## config.mk

```make
export PLATFORM = sky130hd
export DESIGN_NAME = spa_host
export DESIGN_NICKNAME = d
export VERILOG_FILES = /design/src/spa_pkg.sv /design/src/spa_shift.sv /design/src/spa_host.sv
export VERILOG_INCLUDE_DIRS = /design/src
export SDC_FILE = /design/constraint.sdc
export NUM_CORES = 1
export LEC_CHECK = 0
export BUFFER_PORTS_ARGS = -buffer_cell sky130_fd_sc_hd__buf_4
export CORE_MARGIN = 2
export CORE_UTILIZATION = 63
export CTS_BUF_LIST = sky130_fd_sc_hd__clkbuf_8
export DETAILED_ROUTE_END_ITERATION = 10
export PLACE_DENSITY = 0.88
export SYNTH_ARGS = -nofsm -noshare
export SYNTH_HDL_FRONTEND = slang
export SYNTH_HIERARCHICAL = 1
export SYNTH_SLANG_ARGS = --single-unit
```

## constraint.sdc

```tcl
create_clock -name clock -period 6.3 [get_ports clock]
set_input_delay 1.26 -clock clock [delete_from_list [all_inputs] [get_ports clock]]
set_output_delay 1.26 -clock clock [all_outputs]
set_load 0.005 [all_outputs]
```

## src/spa_cfg.svh

```systemverilog
// Constants for the serial programming host controller
// What this block does
// - Leave config space only by re-entry
// - Programmer uses low seven ID bits
// - Read calibration before, verify after programming
// - Accept 0x3FFF as valid calibration value
// - High-voltage-first: clock, data low, then supply
// - High-voltage-first for oscillator 100/101, clear-enable 0
// - Supply-first: supply, pins low, then high voltage
// - Exit: remove supply before high voltage
// - Counter only counts up
// - Six command bits, LSB first, falling edge
// - Data word is sixteen clocks with start/stop
`ifndef SPA_CFG_SVH
`define SPA_CFG_SVH
`define SPA_CMD_LOAD_CONFIG 6'h00
`define SPA_CMD_LOAD_PROG 6'h02
`define SPA_CMD_LOAD_DATA 6'h03
`define SPA_CMD_READ_PROG 6'h04
`define SPA_CMD_READ_DATA 6'h05
`define SPA_CMD_INC_ADDR 6'h06
`define SPA_CMD_BITS 5'h06
`define SPA_WORD_BITS 5'h10
`define SPA_CONFIG_BASE 14'h2000
`define SPA_ADDR_TOP 14'h3FFF
`define SPA_CAL_ERASED 14'h3FFF
`define SPA_ID_MASK 14'h007F
`define SPA_OSC_INT_A 3'h4
`define SPA_OSC_INT_B 3'h5
// Link half period and power step delays in ns at a 5 ns clock
`define SPA_HALF_NS 40
`define SPA_STEP_NS 5000
`define SPA_CLK_NS 5
`define SPA_HALF_CYC (`SPA_HALF_NS / `SPA_CLK_NS)
`define SPA_STEP_CYC ((`SPA_STEP_NS + `SPA_CLK_NS - 1) / `SPA_CLK_NS)
`endif

```

## src/spa_pkg.sv

```systemverilog
// Types for the serial programming host controller
package spa_pkg;
    typedef enum logic [6:0] {
        SPA_OFF = 7'h01,
        SPA_ENTER = 7'h02,
        SPA_IDLE = 7'h04,
        SPA_CMD = 7'h08,
        SPA_GAP = 7'h10,
        SPA_WORD = 7'h20,
        SPA_EXIT = 7'h40
    } spa_state_e;
    typedef logic [13:0] spa_addr_t;
endpackage : spa_pkg

```

## src/spa_shift.sv

```systemverilog
// Serial clock divider and bit shifter for the programming link
`include "spa_cfg.svh"
module spa_shift #(
    parameter int HALF = `SPA_HALF_CYC
) (
    input wire logic clock,
    input wire logic rst_n,
    input wire logic start,
    input wire logic [4:0] nbits,
    input wire logic [15:0] tx,
    input wire logic drive,
    input wire logic data_in,
    output logic busy,
    output logic sclk,
    output logic sdat,
    output logic [15:0] rx
);
    initial begin
        if (HALF < 1 || HALF > 255) $error("spa_shift: HALF out of range");
    end
    logic [7:0] div_r;
    logic [4:0] cnt_r;
    logic [15:0] tx_r;
    logic phase_r;
    wire logic tick = (div_r == 8'(HALF - 1));
    // Data set up on rising edge, sampled by the part on falling
    always_ff @(posedge clock or negedge rst_n) begin
        if (!rst_n) begin
            div_r <= 8'h00;
            cnt_r <= 5'h00;
            tx_r <= 16'h0000;
            phase_r <= 1'b0;
            busy <= 1'b0;
            sclk <= 1'b0;
            sdat <= 1'b0;
            rx <= 16'h0000;
        end else if (start && !busy) begin
            busy <= 1'b1;
            cnt_r <= nbits;
            tx_r <= tx;
            sdat <= 1'b0;
            div_r <= 8'h00;
            phase_r <= 1'b0;
        end else if (busy) begin
            div_r <= tick ? 8'h00 : div_r + 8'h01;
            if (tick) begin
                phase_r <= ~phase_r;
                if (!phase_r) begin
                    sclk <= 1'b1;
                    sdat <= drive ? tx_r[0] : 1'b0;
                    tx_r <= {1'b0, tx_r[15:1]};
                end else begin
                    sclk <= 1'b0;
                    rx <= {data_in, rx[15:1]};
                    cnt_r <= cnt_r - 5'h01;
                    // Last bit stays on the pin past the falling edge for hold time
                    if (cnt_r == 5'h01) busy <= 1'b0;
                end
            end
        end
    end
endmodule : spa_shift

```

## src/spa_host.sv

```systemverilog
// Host controller driving the serial program/verify port
`include "spa_cfg.svh"
module spa_host #(
    parameter int STEP = `SPA_STEP_CYC,
    parameter bit LARGE = 1'b1
) (
    input wire logic clock,
    input wire logic rst_n,
    input wire logic enter,
    input wire logic leave,
    input wire logic [2:0] oscillator_select_field,
    input wire logic external_clear_pin_enable,
    input wire logic cmd_valid,
    input wire logic [5:0] cmd_code,
    input wire logic [13:0] cmd_data,
    input wire logic serial_prog_data_pin_in,
    output logic cmd_ready,
    output logic rsp_valid,
    output logic [13:0] rsp_data,
    output logic cal_ok,
    output spa_pkg::spa_addr_t pc_shadow,
    output logic in_prog_mode,
    output logic supply_on,
    output logic master_clear_pin,
    output logic serial_prog_clock,
    output logic serial_prog_clock_oe,
    output logic serial_prog_data_pin_out,
    output logic serial_prog_data_pin_oe
);
    import spa_pkg::*;
    initial begin
        if (STEP < 1) $error("spa_host: STEP must be positive");
    end
    ////////////////////////////////////////////////////////////////
    logic rs1_r, rs2_r, din1_r, din2_r;
    always_ff @(posedge clock or negedge rst_n) begin
        if (!rst_n) begin
            rs1_r <= 1'b0;
            rs2_r <= 1'b0;
        end else begin
            rs1_r <= 1'b1;
            rs2_r <= rs1_r;
        end
    end
    wire logic rstn = rs2_r;
    always_ff @(posedge clock or negedge rstn) begin
        if (!rstn) begin
            din1_r <= 1'b0;
            din2_r <= 1'b0;
        end else begin
            din1_r <= serial_prog_data_pin_in;
            din2_r <= din1_r;
        end
    end
    ////////////////////////////////////////////////////////////////
    function automatic spa_addr_t pc_step(input spa_addr_t pc, input logic big);
        spa_addr_t top;
        top = big ? 14'h1FFF : 14'h0FFF;
        if (pc[13]) pc_step = (pc == `SPA_ADDR_TOP) ? `SPA_CONFIG_BASE : pc + 14'h0001;
        else pc_step = (pc == top) ? 14'h0000 : pc + 14'h0001;
    endfunction : pc_step
    function automatic logic has_data(input logic [5:0] c);
        has_data = (c[3:0] == 4'h0) || (c[3:0] == 4'h2) || (c[3:0] == 4'h3) || (c[3:0] == 4'h4) || (c[3:0] == 4'h5);
    endfunction : has_data
    ////////////////////////////////////////////////////////////////
    spa_state_e st_r, st_nxt;
    logic [15:0] wait_r;
    logic [1:0] step_r;
    logic [5:0] cmd_r;
    logic [13:0] data_r;
    logic sh_start_r;
    logic [4:0] sh_bits_r;
    logic [15:0] sh_tx_r;
    logic sh_drive_r;
    logic hv_first_r;
    logic [1:0] cal_seen_r;
    logic [13:0] cal_ref_r [2];
    wire logic sh_busy;
    wire logic sh_clk;
    wire logic sh_dat;
    wire logic [15:0] sh_rx;
    spa_shift u_shift (
        .clock(clock),
        .rst_n(rstn),
        .start(sh_start_r),
        .nbits(sh_bits_r),
        .tx(sh_tx_r),
        .drive(sh_drive_r),
        .data_in(din2_r),
        .busy(sh_busy),
        .sclk(sh_clk),
        .sdat(sh_dat),
        .rx(sh_rx)
    );
    wire logic wait_done = (wait_r == 16'h0000);
    wire logic is_read = (cmd_r[3:0] == 4'h4) || (cmd_r[3:0] == 4'h5);
    wire logic need_hv_first = ((oscillator_select_field == `SPA_OSC_INT_A) ||
                                (oscillator_select_field == `SPA_OSC_INT_B)) && !external_clear_pin_enable;
    wire logic shift_idle = !sh_busy && !sh_start_r;
    wire logic [13:0] rd_word = sh_rx[14:1];
    wire logic cal_addr = (pc_shadow == 14'h2008) || (pc_shadow == 14'h2009);
    wire logic cal_idx = pc_shadow[0];
    wire logic id_addr = (pc_shadow[13:2] == 12'h800);
    wire logic [13:0] load_word = id_addr ? (data_r & `SPA_ID_MASK) : data_r;
    ////////////////////////////////////////////////////////////////
    always_comb begin
        st_nxt = st_r;
        case (st_r)
            SPA_OFF: if (enter) st_nxt = SPA_ENTER;
            SPA_ENTER: if (wait_done && step_r == 2'h2) st_nxt = SPA_IDLE;
            SPA_IDLE: begin
                if (leave) st_nxt = SPA_EXIT;
                else if (cmd_valid) st_nxt = SPA_CMD;
            end
            SPA_CMD: if (shift_idle && wait_done) st_nxt = has_data(cmd_r) ? SPA_GAP : SPA_IDLE;
            SPA_GAP: if (wait_done) st_nxt = SPA_WORD;
            SPA_WORD: if (shift_idle && wait_done) st_nxt = SPA_IDLE;
            SPA_EXIT: if (wait_done && step_r == 2'h1) st_nxt = SPA_OFF;
            default: st_nxt = SPA_OFF;
        endcase
    end
    always_ff @(posedge clock or negedge rstn) begin
        if (!rstn) begin
            st_r <= SPA_OFF;
            wait_r <= 16'h0000;
            step_r <= 2'h0;
            cmd_r <= 6'h00;
            data_r <= 14'h0000;
            sh_start_r <= 1'b0;
            sh_bits_r <= 5'h00;
            sh_tx_r <= 16'h0000;
            sh_drive_r <= 1'b0;
            hv_first_r <= 1'b0;
            cal_seen_r <= 2'h0;
            cal_ref_r[0] <= 14'h0000;
            cal_ref_r[1] <= 14'h0000;
            cmd_ready <= 1'b0;
            rsp_valid <= 1'b0;
            rsp_data <= 14'h0000;
            cal_ok <= 1'b1;
            pc_shadow <= 14'h0000;
            in_prog_mode <= 1'b0;
            supply_on <= 1'b0;
            master_clear_pin <= 1'b0;
        end else begin
            st_r <= st_nxt;
            sh_start_r <= 1'b0;
            rsp_valid <= 1'b0;
            cmd_ready <= (st_nxt == SPA_IDLE);
            if (!wait_done) wait_r <= wait_r - 16'h0001;
            case (st_r)
                SPA_OFF: if (enter) begin
                    hv_first_r <= need_hv_first;
                    step_r <= 2'h0;
                    wait_r <= 16'(STEP);
                    if (need_hv_first) master_clear_pin <= 1'b1;
                    else supply_on <= 1'b1;
                end
                SPA_ENTER: if (wait_done) begin
                    step_r <= step_r + 2'h1;
                    wait_r <= 16'(STEP);
                    if (step_r == 2'h0) begin
                        supply_on <= 1'b1;
                        master_clear_pin <= 1'b1;
                    end else begin
                        in_prog_mode <= 1'b1;
                        pc_shadow <= 14'h0000;
                    end
                end
                SPA_IDLE: if (leave) begin
                    step_r <= 2'h0;
                    wait_r <= 16'(STEP);
                    supply_on <= 1'b0;
                end else if (cmd_valid) begin
                    cmd_r <= cmd_code;
                    data_r <= cmd_data;
                    sh_start_r <= 1'b1;
                    sh_bits_r <= `SPA_CMD_BITS;
                    sh_tx_r <= {10'h000, cmd_code};
                    sh_drive_r <= 1'b1;
                    wait_r <= 16'(STEP);
                end
                SPA_CMD: if (shift_idle && wait_done) begin
                    wait_r <= 16'(STEP);
                    if (cmd_r == `SPA_CMD_LOAD_CONFIG) pc_shadow <= `SPA_CONFIG_BASE;
                    else if (cmd_r == `SPA_CMD_INC_ADDR) pc_shadow <= pc_step(pc_shadow, LARGE);
                end
                SPA_GAP: if (wait_done) begin
                    sh_start_r <= 1'b1;
                    sh_bits_r <= `SPA_WORD_BITS;
                    sh_tx_r <= {1'b0, load_word, 1'b0};
                    sh_drive_r <= !is_read;
                    wait_r <= 16'(STEP);
                end
                SPA_WORD: if (shift_idle && wait_done) begin
                    wait_r <= 16'(STEP);
                    if (is_read) begin
                        rsp_valid <= 1'b1;
                        rsp_data <= rd_word;
                        // First read of each calibration word is its reference; later reads must match
                        if (cal_addr && !cal_seen_r[cal_idx]) begin
                            cal_ref_r[cal_idx] <= rd_word;
                            cal_seen_r[cal_idx] <= 1'b1;
                        end else if (cal_addr) begin
                            // Erased value still counts as valid calibration
                            if (rd_word != cal_ref_r[cal_idx] && rd_word != `SPA_CAL_ERASED) cal_ok <= 1'b0;
                        end
                    end
                end
                SPA_EXIT: if (wait_done) begin
                    step_r <= step_r + 2'h1;
                    wait_r <= 16'(STEP);
                    master_clear_pin <= 1'b0;
                    in_prog_mode <= 1'b0;
                    pc_shadow <= 14'h0000;
                end
                default: ;
            endcase
        end
    end
    ////////////////////////////////////////////////////////////////
    // Pins drive low during entry so the part sees both lines low
    always_ff @(posedge clock or negedge rstn) begin
        if (!rstn) begin
            serial_prog_clock <= 1'b0;
            serial_prog_clock_oe <= 1'b0;
            serial_prog_data_pin_out <= 1'b0;
            serial_prog_data_pin_oe <= 1'b0;
        end else begin
            serial_prog_clock <= sh_clk;
            // Next state used so the pins are driven by the edge that raises high voltage
            serial_prog_clock_oe <= (st_nxt != SPA_OFF);
            serial_prog_data_pin_out <= sh_dat;
            serial_prog_data_pin_oe <= (st_nxt != SPA_OFF) && !(is_read && (st_r == SPA_WORD));
        end
    end
endmodule : spa_host

```

==> results of run 1 <==
## per-stage QoR
step                std cells  hold slack (ns)  total power [mW]
global route             1078            0.371              2.57
finish                   1078            0.360              2.45
global placement         1046            0.335              1.64
CTS                      1078            0.361              2.46
detailed placement       1046            0.338              1.65
floorplan                 834            0.331              1.54
## state kept, by name, summed over array words and instances (netlist names), 2 cells and up
| signal | flops |
|---|---|
| cal_ref_r | 28 |
| u_shift/tx_r | 16 |
| wait_r | 16 |
| sh_tx_r | 15 |
| u_shift/rx | 15 |
| data_r | 14 |
| pc_shadow | 14 |
| rsp_data | 14 |
| u_shift/div_r | 8 |
| st_r | 7 |
| cmd_r | 6 |
| u_shift/cnt_r | 5 |
| cal_seen_r | 2 |
| sh_bits_r | 2 |
| step_r | 2 |
## metal layers
metal	part of all wire, %	track usage (%)	up-vias	wire [um]
li1	-	-	3132	-
met2	48	41.3	232	9070
met1	45	36.3	3287	8390
met5	0	0	-	0
met4	1.7	7.95	0	325
met3	5.6	6.64	30	1050
## cells in the final DEF (no fill, tap or decap), types with 10 or more instances in the layout
| cell type | count |
|---|---|
| nor2_1 | 42 |
| dfrtp_1 | 181 |
| a21oi_1 | 22 |
| clkbuf_8 | 17 |
| a22o_1 | 12 |
| nand2_1 | 113 |
| nor4_1 | 21 |
| nand4_1 | 21 |
| mux2i_1 | 31 |
| o41ai_1 | 12 |
| o21ai_0 | 34 |
| nor2b_1 | 10 |
| inv_1 | 16 |
| nand3_1 | 20 |
| buf_4 | 75 |
| xor2_1 | 26 |
| nand2b_1 | 11 |
| mux2_4 | 25 |
| a31oi_1 | 14 |
| nor3_1 | 22 |
| ha_1 | 11 |
| mux2_2 | 33 |
## final cells by class
class                      instances  share of cell area [%]
sequential                       184                    46.2
multi-input combinational        591                    41.2
timing repair buffer              75                    5.64
clock buffer                      17                    2.34
tap                              180                    2.26
clock inverter                    15                    1.75
inverter                          16                   0.602
## worst min path at each step
stage / from / to / cells after the start / slack [ns]
6_report: din1_r$_DFF_PN0_ / din2_r$_DFF_PN0_ / 0 / 0.36
5_1_grt: rs1_r$_DFF_PN0_ / rs2_r$_DFF_PN0_ / 0 / 0.37
4_1_cts: din1_r$_DFF_PN0_ / din2_r$_DFF_PN0_ / 0 / 0.36
3_5_place_dp: rs1_r$_DFF_PN0_ / rs2_r$_DFF_PN0_ / 0 / 0.34
3_3_place_gp: rs1_r$_DFF_PN0_ / rs2_r$_DFF_PN0_ / 0 / 0.33
2_1_floorplan: din1_r$_DFF_PN0_ / din2_r$_DFF_PN0_ / 0 / 0.33
## report_power, final
part,internal [mW],switching (mW),total (mW)
sequential,1.21,0.0440,1.26
clock,0.339,0.475,0.814
combinational,0.134,0.247,0.381
## worst max-delay path, cell delays in order (launching register included)
cell      delay (ns)
dfrtp_1         0.44
nor4_1          0.66
nand2_1         0.58
nor2_1          0.53
inv_1           0.32
a211oi_1        0.87
a22o_1          0.23
==> qor.tcl, run 1 <==
set qor(dp_worst_setup_slack_ns) 2.39
set qor(finish.utilization_pct) 71.9
set qor(layout-drive-gt1-share_pct) 20.7
set qor(max-cap-violations) 0
set qor(drt_iter0_drc) 697
set qor(initial_antenna_violation_count) 0
set qor(timing.clock.skew_ns) 0.0194
set qor(root_buffer) {clkbuf_8}
set qor(timing.critical_path.to_type) {flip-flop}
set qor(multiInputGateArea_um2) 4120
set qor(place.gp.congestion) 0.959
set qor(area_of_the_die_um2) 15200
set qor(first_global_vias) 6185
set qor(synthCells) 832
set qor(layout.area.seq_um2) 4610
set qor(iteration_count_of_the_initial_detailed_routing_pass) 6
set qor(cts.clk_slew.worst_paths_ns) 0.10
set qor(grt_pass1_wl_mm) 30.9
set qor(cp_data_arrival_time_ns) 4.12
set qor(post-route-worst-setup-slack_ns) 2.59
set qor(rsz_0062_raised_after_global_routing) {no}
set qor(global_route.usage.total_pct) 26.3
set qor(run_status) {finished, final reports clean}
set qor(totalWireLength_mm) 18.8
set qor(grt_start_max_net_pins) 74
set qor(finalCriticalPeriod_ns) 3.71
set qor(clock_insertion_delay_worst_skew_ns) 0.48
set qor(hold_class) {reg2reg}
set qor(grt.overflow.total) 0
set qor(dr_total_vias) 6681
set qor(cp_required_ns) 6.71
set qor(finalCritPeriodShare_pct) 58.8
set qor(post-route-cell-area_um2) 9980
set qor(reg2regPathDepth) 6
set qor(timing.critical_path.to) {sh_tx_r[13]$_DFFE_PN0P_}
set qor(setup_viol) 0
set qor(cts_max_path_buffers) 2
set qor(die_width_um) 123
set qor(nNetsFinal) 926
set qor(n_fill_cell) 977
set qor(route.detailed.drc) 0
set qor(pwr_density_cell_nw_per_um2) 246
set qor(insertedDiodeCount) 0
set qor(drv_slew) 0
set qor(clock_tree_from_tritoncts) {done}
set qor(synth_warnings) 6
set qor(max_freq_mhz) 270
set qor(ioPinCount) 68
set qor(detail_route.vias_per_cell) 6.20
set qor(max-slew-margin-rel_pct) 19.2
set qor(io_buffer_count) 66
set qor(start_util_pct) 64.7
set qor(syn-cell-area_um2) 8980
set qor(cts_setup_buffers) 0
set qor(cts_htree_levels) 4
set qor(wire_per_inst_um) 17.5
set qor(max_fanout_on_critical_path) 15
set qor(power.static_leakage_nw) 4.78
set qor(critical_path.startpoint_type) {flip-flop}
set qor(r2r-end) {sh_tx_r[13]$_DFFE_PN0P_}
set qor(syn_area_per_cell_um2) 10.8
set qor(max_slew.worst_pin.slew_ns) 1.20
set qor(layout-area-overhead-vs-synth_pct) 11.2
set qor(postRouteAntennaNets) 0
set qor(placed_area_um2) 9580
set qor(cts_made_buffers) 17
set qor(regToRegStartpoint) {wait_r[10]$_DFF_PN0_}
set qor(vdd.ir_drop.worst_mv) 0.214
set qor(fin_tns_setup_ns) 0
set qor(criticalPathCategory) {reg2reg}
set qor(timing_hold_violations_final) 0
set qor(core_area_um2) 13900
set qor(place.detailed.hpwl_mm) 12.6
set qor(crit_start) {wait_r[10]$_DFF_PN0_}
set qor(num_rows) 43
set qor(worst-r2r-setup-slack_ns) 2.59
set qor(cts_sinks) 184
set qor(die_h_um) 123
set qor(cts-resized-gates) 0
set qor(ctsHoldBuffers) 0
Power figures use the tool's default switching activity.
==> inputs of run 2 (changes only) <==
Clock period 6.3 ns to 3.9 ns, I/O delays scaled along.
==> run 2 against run 1 <==
  * Critical path depth is 1 lower
  * Worst hold slack lost 0.31 ns
  * Routed wire length rose by 0.48%
  * Clock-buffer cell count stayed put
  * Largest power group unchanged
  * Via count is 0.46% higher
  * Clock power grew 51%
  * Sequential power rose by 61%
  * Sequential share of layout area fell by 0.28 points
  * Cell count grew 0.83%
  * Register-to-register slack got worse by 1.6 ns
  * Flip-flop and latch count unchanged
==> qor.tcl, run 2 (synthesis gave the netlist of run 1 again) <==
set qor(start_util_pct) 64.7
set qor(critical_path.startpoint_type) {flip-flop}
set qor(ctsHoldBuffers) 0
set qor(finalCriticalPeriod_ns) 2.91
set qor(worst_path_most_repeated_cell) {or4_4}
set qor(sequentialPowerShare_pct) 51.9
set qor(layout-area-overhead-vs-synth_pct) 11.9
set qor(regToRegStartpoint) {wait_r[4]$_DFF_PN0_}
set qor(timing.critical_path.to_type) {flip-flop}
set qor(cts_sinks) 184
set qor(totalWireLength_mm) 18.9
set qor(max_fanout_on_critical_path) 15
set qor(cts.clk_slew.worst_paths_ns) 0.11
set qor(layout_commonest_cell) {dfrtp_1}
set qor(met2_length_mm) 9.13
set qor(vdd.ir_drop.worst_mv) 0.378
set qor(share_clk_of_total_power_pct) 31.6
set qor(post-route-worst-setup-slack_ns) 0.991
set qor(wire_length_on_met3_mm) 1.14
set qor(largest_register) {cal_ref_r}
set qor(postRouteAntennaNets) 0
set qor(drv_slew) 0
set qor(nNetsFinal) 935
set qor(comb_power_share_pct) 16.5
set qor(wire_per_inst_um) 17.4
set qor(max_reg_flops) 28
set qor(first_global_vias) 6590
set qor(area_of_the_die_um2) 15200
set qor(grt_pass1_wl_mm) 31.9
set qor(crit_path_cell_trace) {or4_4 > or4_4 > nor4_4 > nand3_4 > mux2_4}
set qor(detail_route.vias_per_cell) 6.17
set qor(io_buffer_count) 66
set qor(layout-drive-gt1-share_pct) 21.5
set qor(initial_antenna_violation_count) 0
set qor(max-cap-violations) 0
set qor(clock_tree_from_tritoncts) {done}
set qor(dp_worst_setup_slack_ns) 1.03
set qor(hold_class) {in2async}
set qor(drt_iter0_drc) 594
set qor(cp_required_ns) 4.27
set qor(pwr_density_cell_nw_per_um2) 388
set qor(die_h_um) 123
set qor(crit_start) {wait_r[4]$_DFF_PN0_}
set qor(cp_data_arrival_time_ns) 3.28
set qor(largestRegisters) {cal_ref_r x28, u_shift/tx_r x16, wait_r x16}
set qor(stdcell_count) 1087
set qor(criticalPathCategory) {reg2reg}
set qor(most_frequent_cells_in_the_layout) {181 x dfrtp_1, 113 x nand2_1, 83 x buf_4}
set qor(place.gp.congestion) 0.947
set qor(setup_viol) 0
set qor(place.detailed.hpwl_mm) 13.1
set qor(dr_total_vias) 6712
set qor(global_route.usage.total_pct) 26.9
set qor(ioPinCount) 68
set qor(root_buffer) {clkbuf_8}
set qor(power_switching_mw) 1.23
set qor(post-layout-total-power_mw) 3.90
set qor(worst_hold_slack_ns) 0.0480
set qor(route.detailed.drc) 0
set qor(cts_max_path_buffers) 2
set qor(highest_layer) {met4}
set qor(core_area_um2) 13900
set qor(iteration_count_of_the_initial_detailed_routing_pass) 6
set qor(run_status) {finished, final reports clean}
set qor(cts_setup_buffers) 0
set qor(post-place-cells) 1055
set qor(cell_internal_pwr_mw) 2.67
set qor(rsz_0062_raised_after_global_routing) {no}
set qor(max_freq_mhz) 344
set qor(max_slew.worst_pin.slew_ns) 1.05
set qor(grt_start_max_net_pins) 61
set qor(timing.clock.skew_ns) 0.0145
set qor(crit_path_max_incr_delay_ns) 0.57
set qor(insertedDiodeCount) 0
set qor(switching_share_pct) 31.6
set qor(clock_insertion_delay_worst_skew_ns) 0.49
set qor(cts_made_buffers) 17
set qor(grt.overflow.total) 0
set qor(wl_met1_mm) 8.23
set qor(cts-resized-gates) 0
set qor(crit_path_top_delay_cell) {or4_4}
set qor(n_fill_cell) 983
set qor(num_rows) 43
set qor(die_width_um) 123
set qor(finalCritPeriodShare_pct) 74.6
set qor(power.static_leakage_nw) 4.81
set qor(max-slew-margin-rel_pct) 29.2
set qor(cts_htree_levels) 4
set qor(timing_hold_violations_final) 0
set qor(fin_tns_setup_ns) 0
==> run 2: cell count changes in the layout (fill, tap and decap cells not counted), sizes merged <==
| cell | change |
|---|---|
| inv | -4 |
| clkinvlp | +2 |
| buf | +9 |
| bufinv | -1 |
| clkinv | +3 |
==> run 2: worst max-delay path: cells and delay by family, from the launching register on <==
kind / cells / cell delay (ns)
DFF: 1 / 0.44
muxes: 1 / 0.40
and+or+nand+nor: 4 / 1.94
==> run 2: final timing paths <==
path / end / slack, ns / cells past startpoint
worst max-delay path: cal_ref_r[12]$_DFFE_PN0P_ / 0.99 / 5
worst min-delay path: rs1_r$_DFF_PN0_ / 0.05 / 1
worst max register to register: cal_ref_r[12]$_DFFE_PN0P_ / 0.99 / 5
worst min register to register: rs2_r$_DFF_PN0_ / 0.36 / 0
max in group asynchronous: st_r[0]$_DFF_PN1_ / 2.48 / 1
min in group clock: rs2_r$_DFF_PN0_ / 0.36 / 0
==> run 2: metrics by stage <==
step	utilization, %	cell area (um^2)
floorplan	-	8990
global placement	69.6	9660
detailed placement	69.6	9660
CTS	72.4	10000
global route	72.4	10000
finish	72.4	10000
==> run 2: routing by layer <==
| metal | global-route usage (%) | up-vias |
|---|---|---|
| met5 | 0 | - |
| met4 | 9.16 | 0 |
| met3 | 5.54 | 45 |
| met2 | 42.4 | 268 |
| met1 | 37.2 | 3254 |
| li1 | - | 3145 |
==> run 2: final cells by class <==
cell class | instances | area [um^2] | area share [%]
clock buffer | 17 | 234 | 2.33
clock inverter | 15 | 156 | 1.56
multi-input combinational | 591 | 4120 | 41.0
timing repair buffer | 84 | 643 | 6.40
sequential | 184 | 4610 | 45.9
tap | 180 | 225 | 2.24
inverter | 16 | 60.1 | 0.598
==> run 2: power groups by stage <==
stage | combinational [mW] | sequential [mW] | clock [mW]
finish | 0.644 | 2.03 | 1.23
global route | 0.707 | 2.04 | 1.34
CTS | 0.632 | 2.02 | 1.26
detailed placement | 0.625 | 2.06 | 0
global placement | 0.598 | 2.06 | 0
floorplan | 0.427 | 2.06 | 0
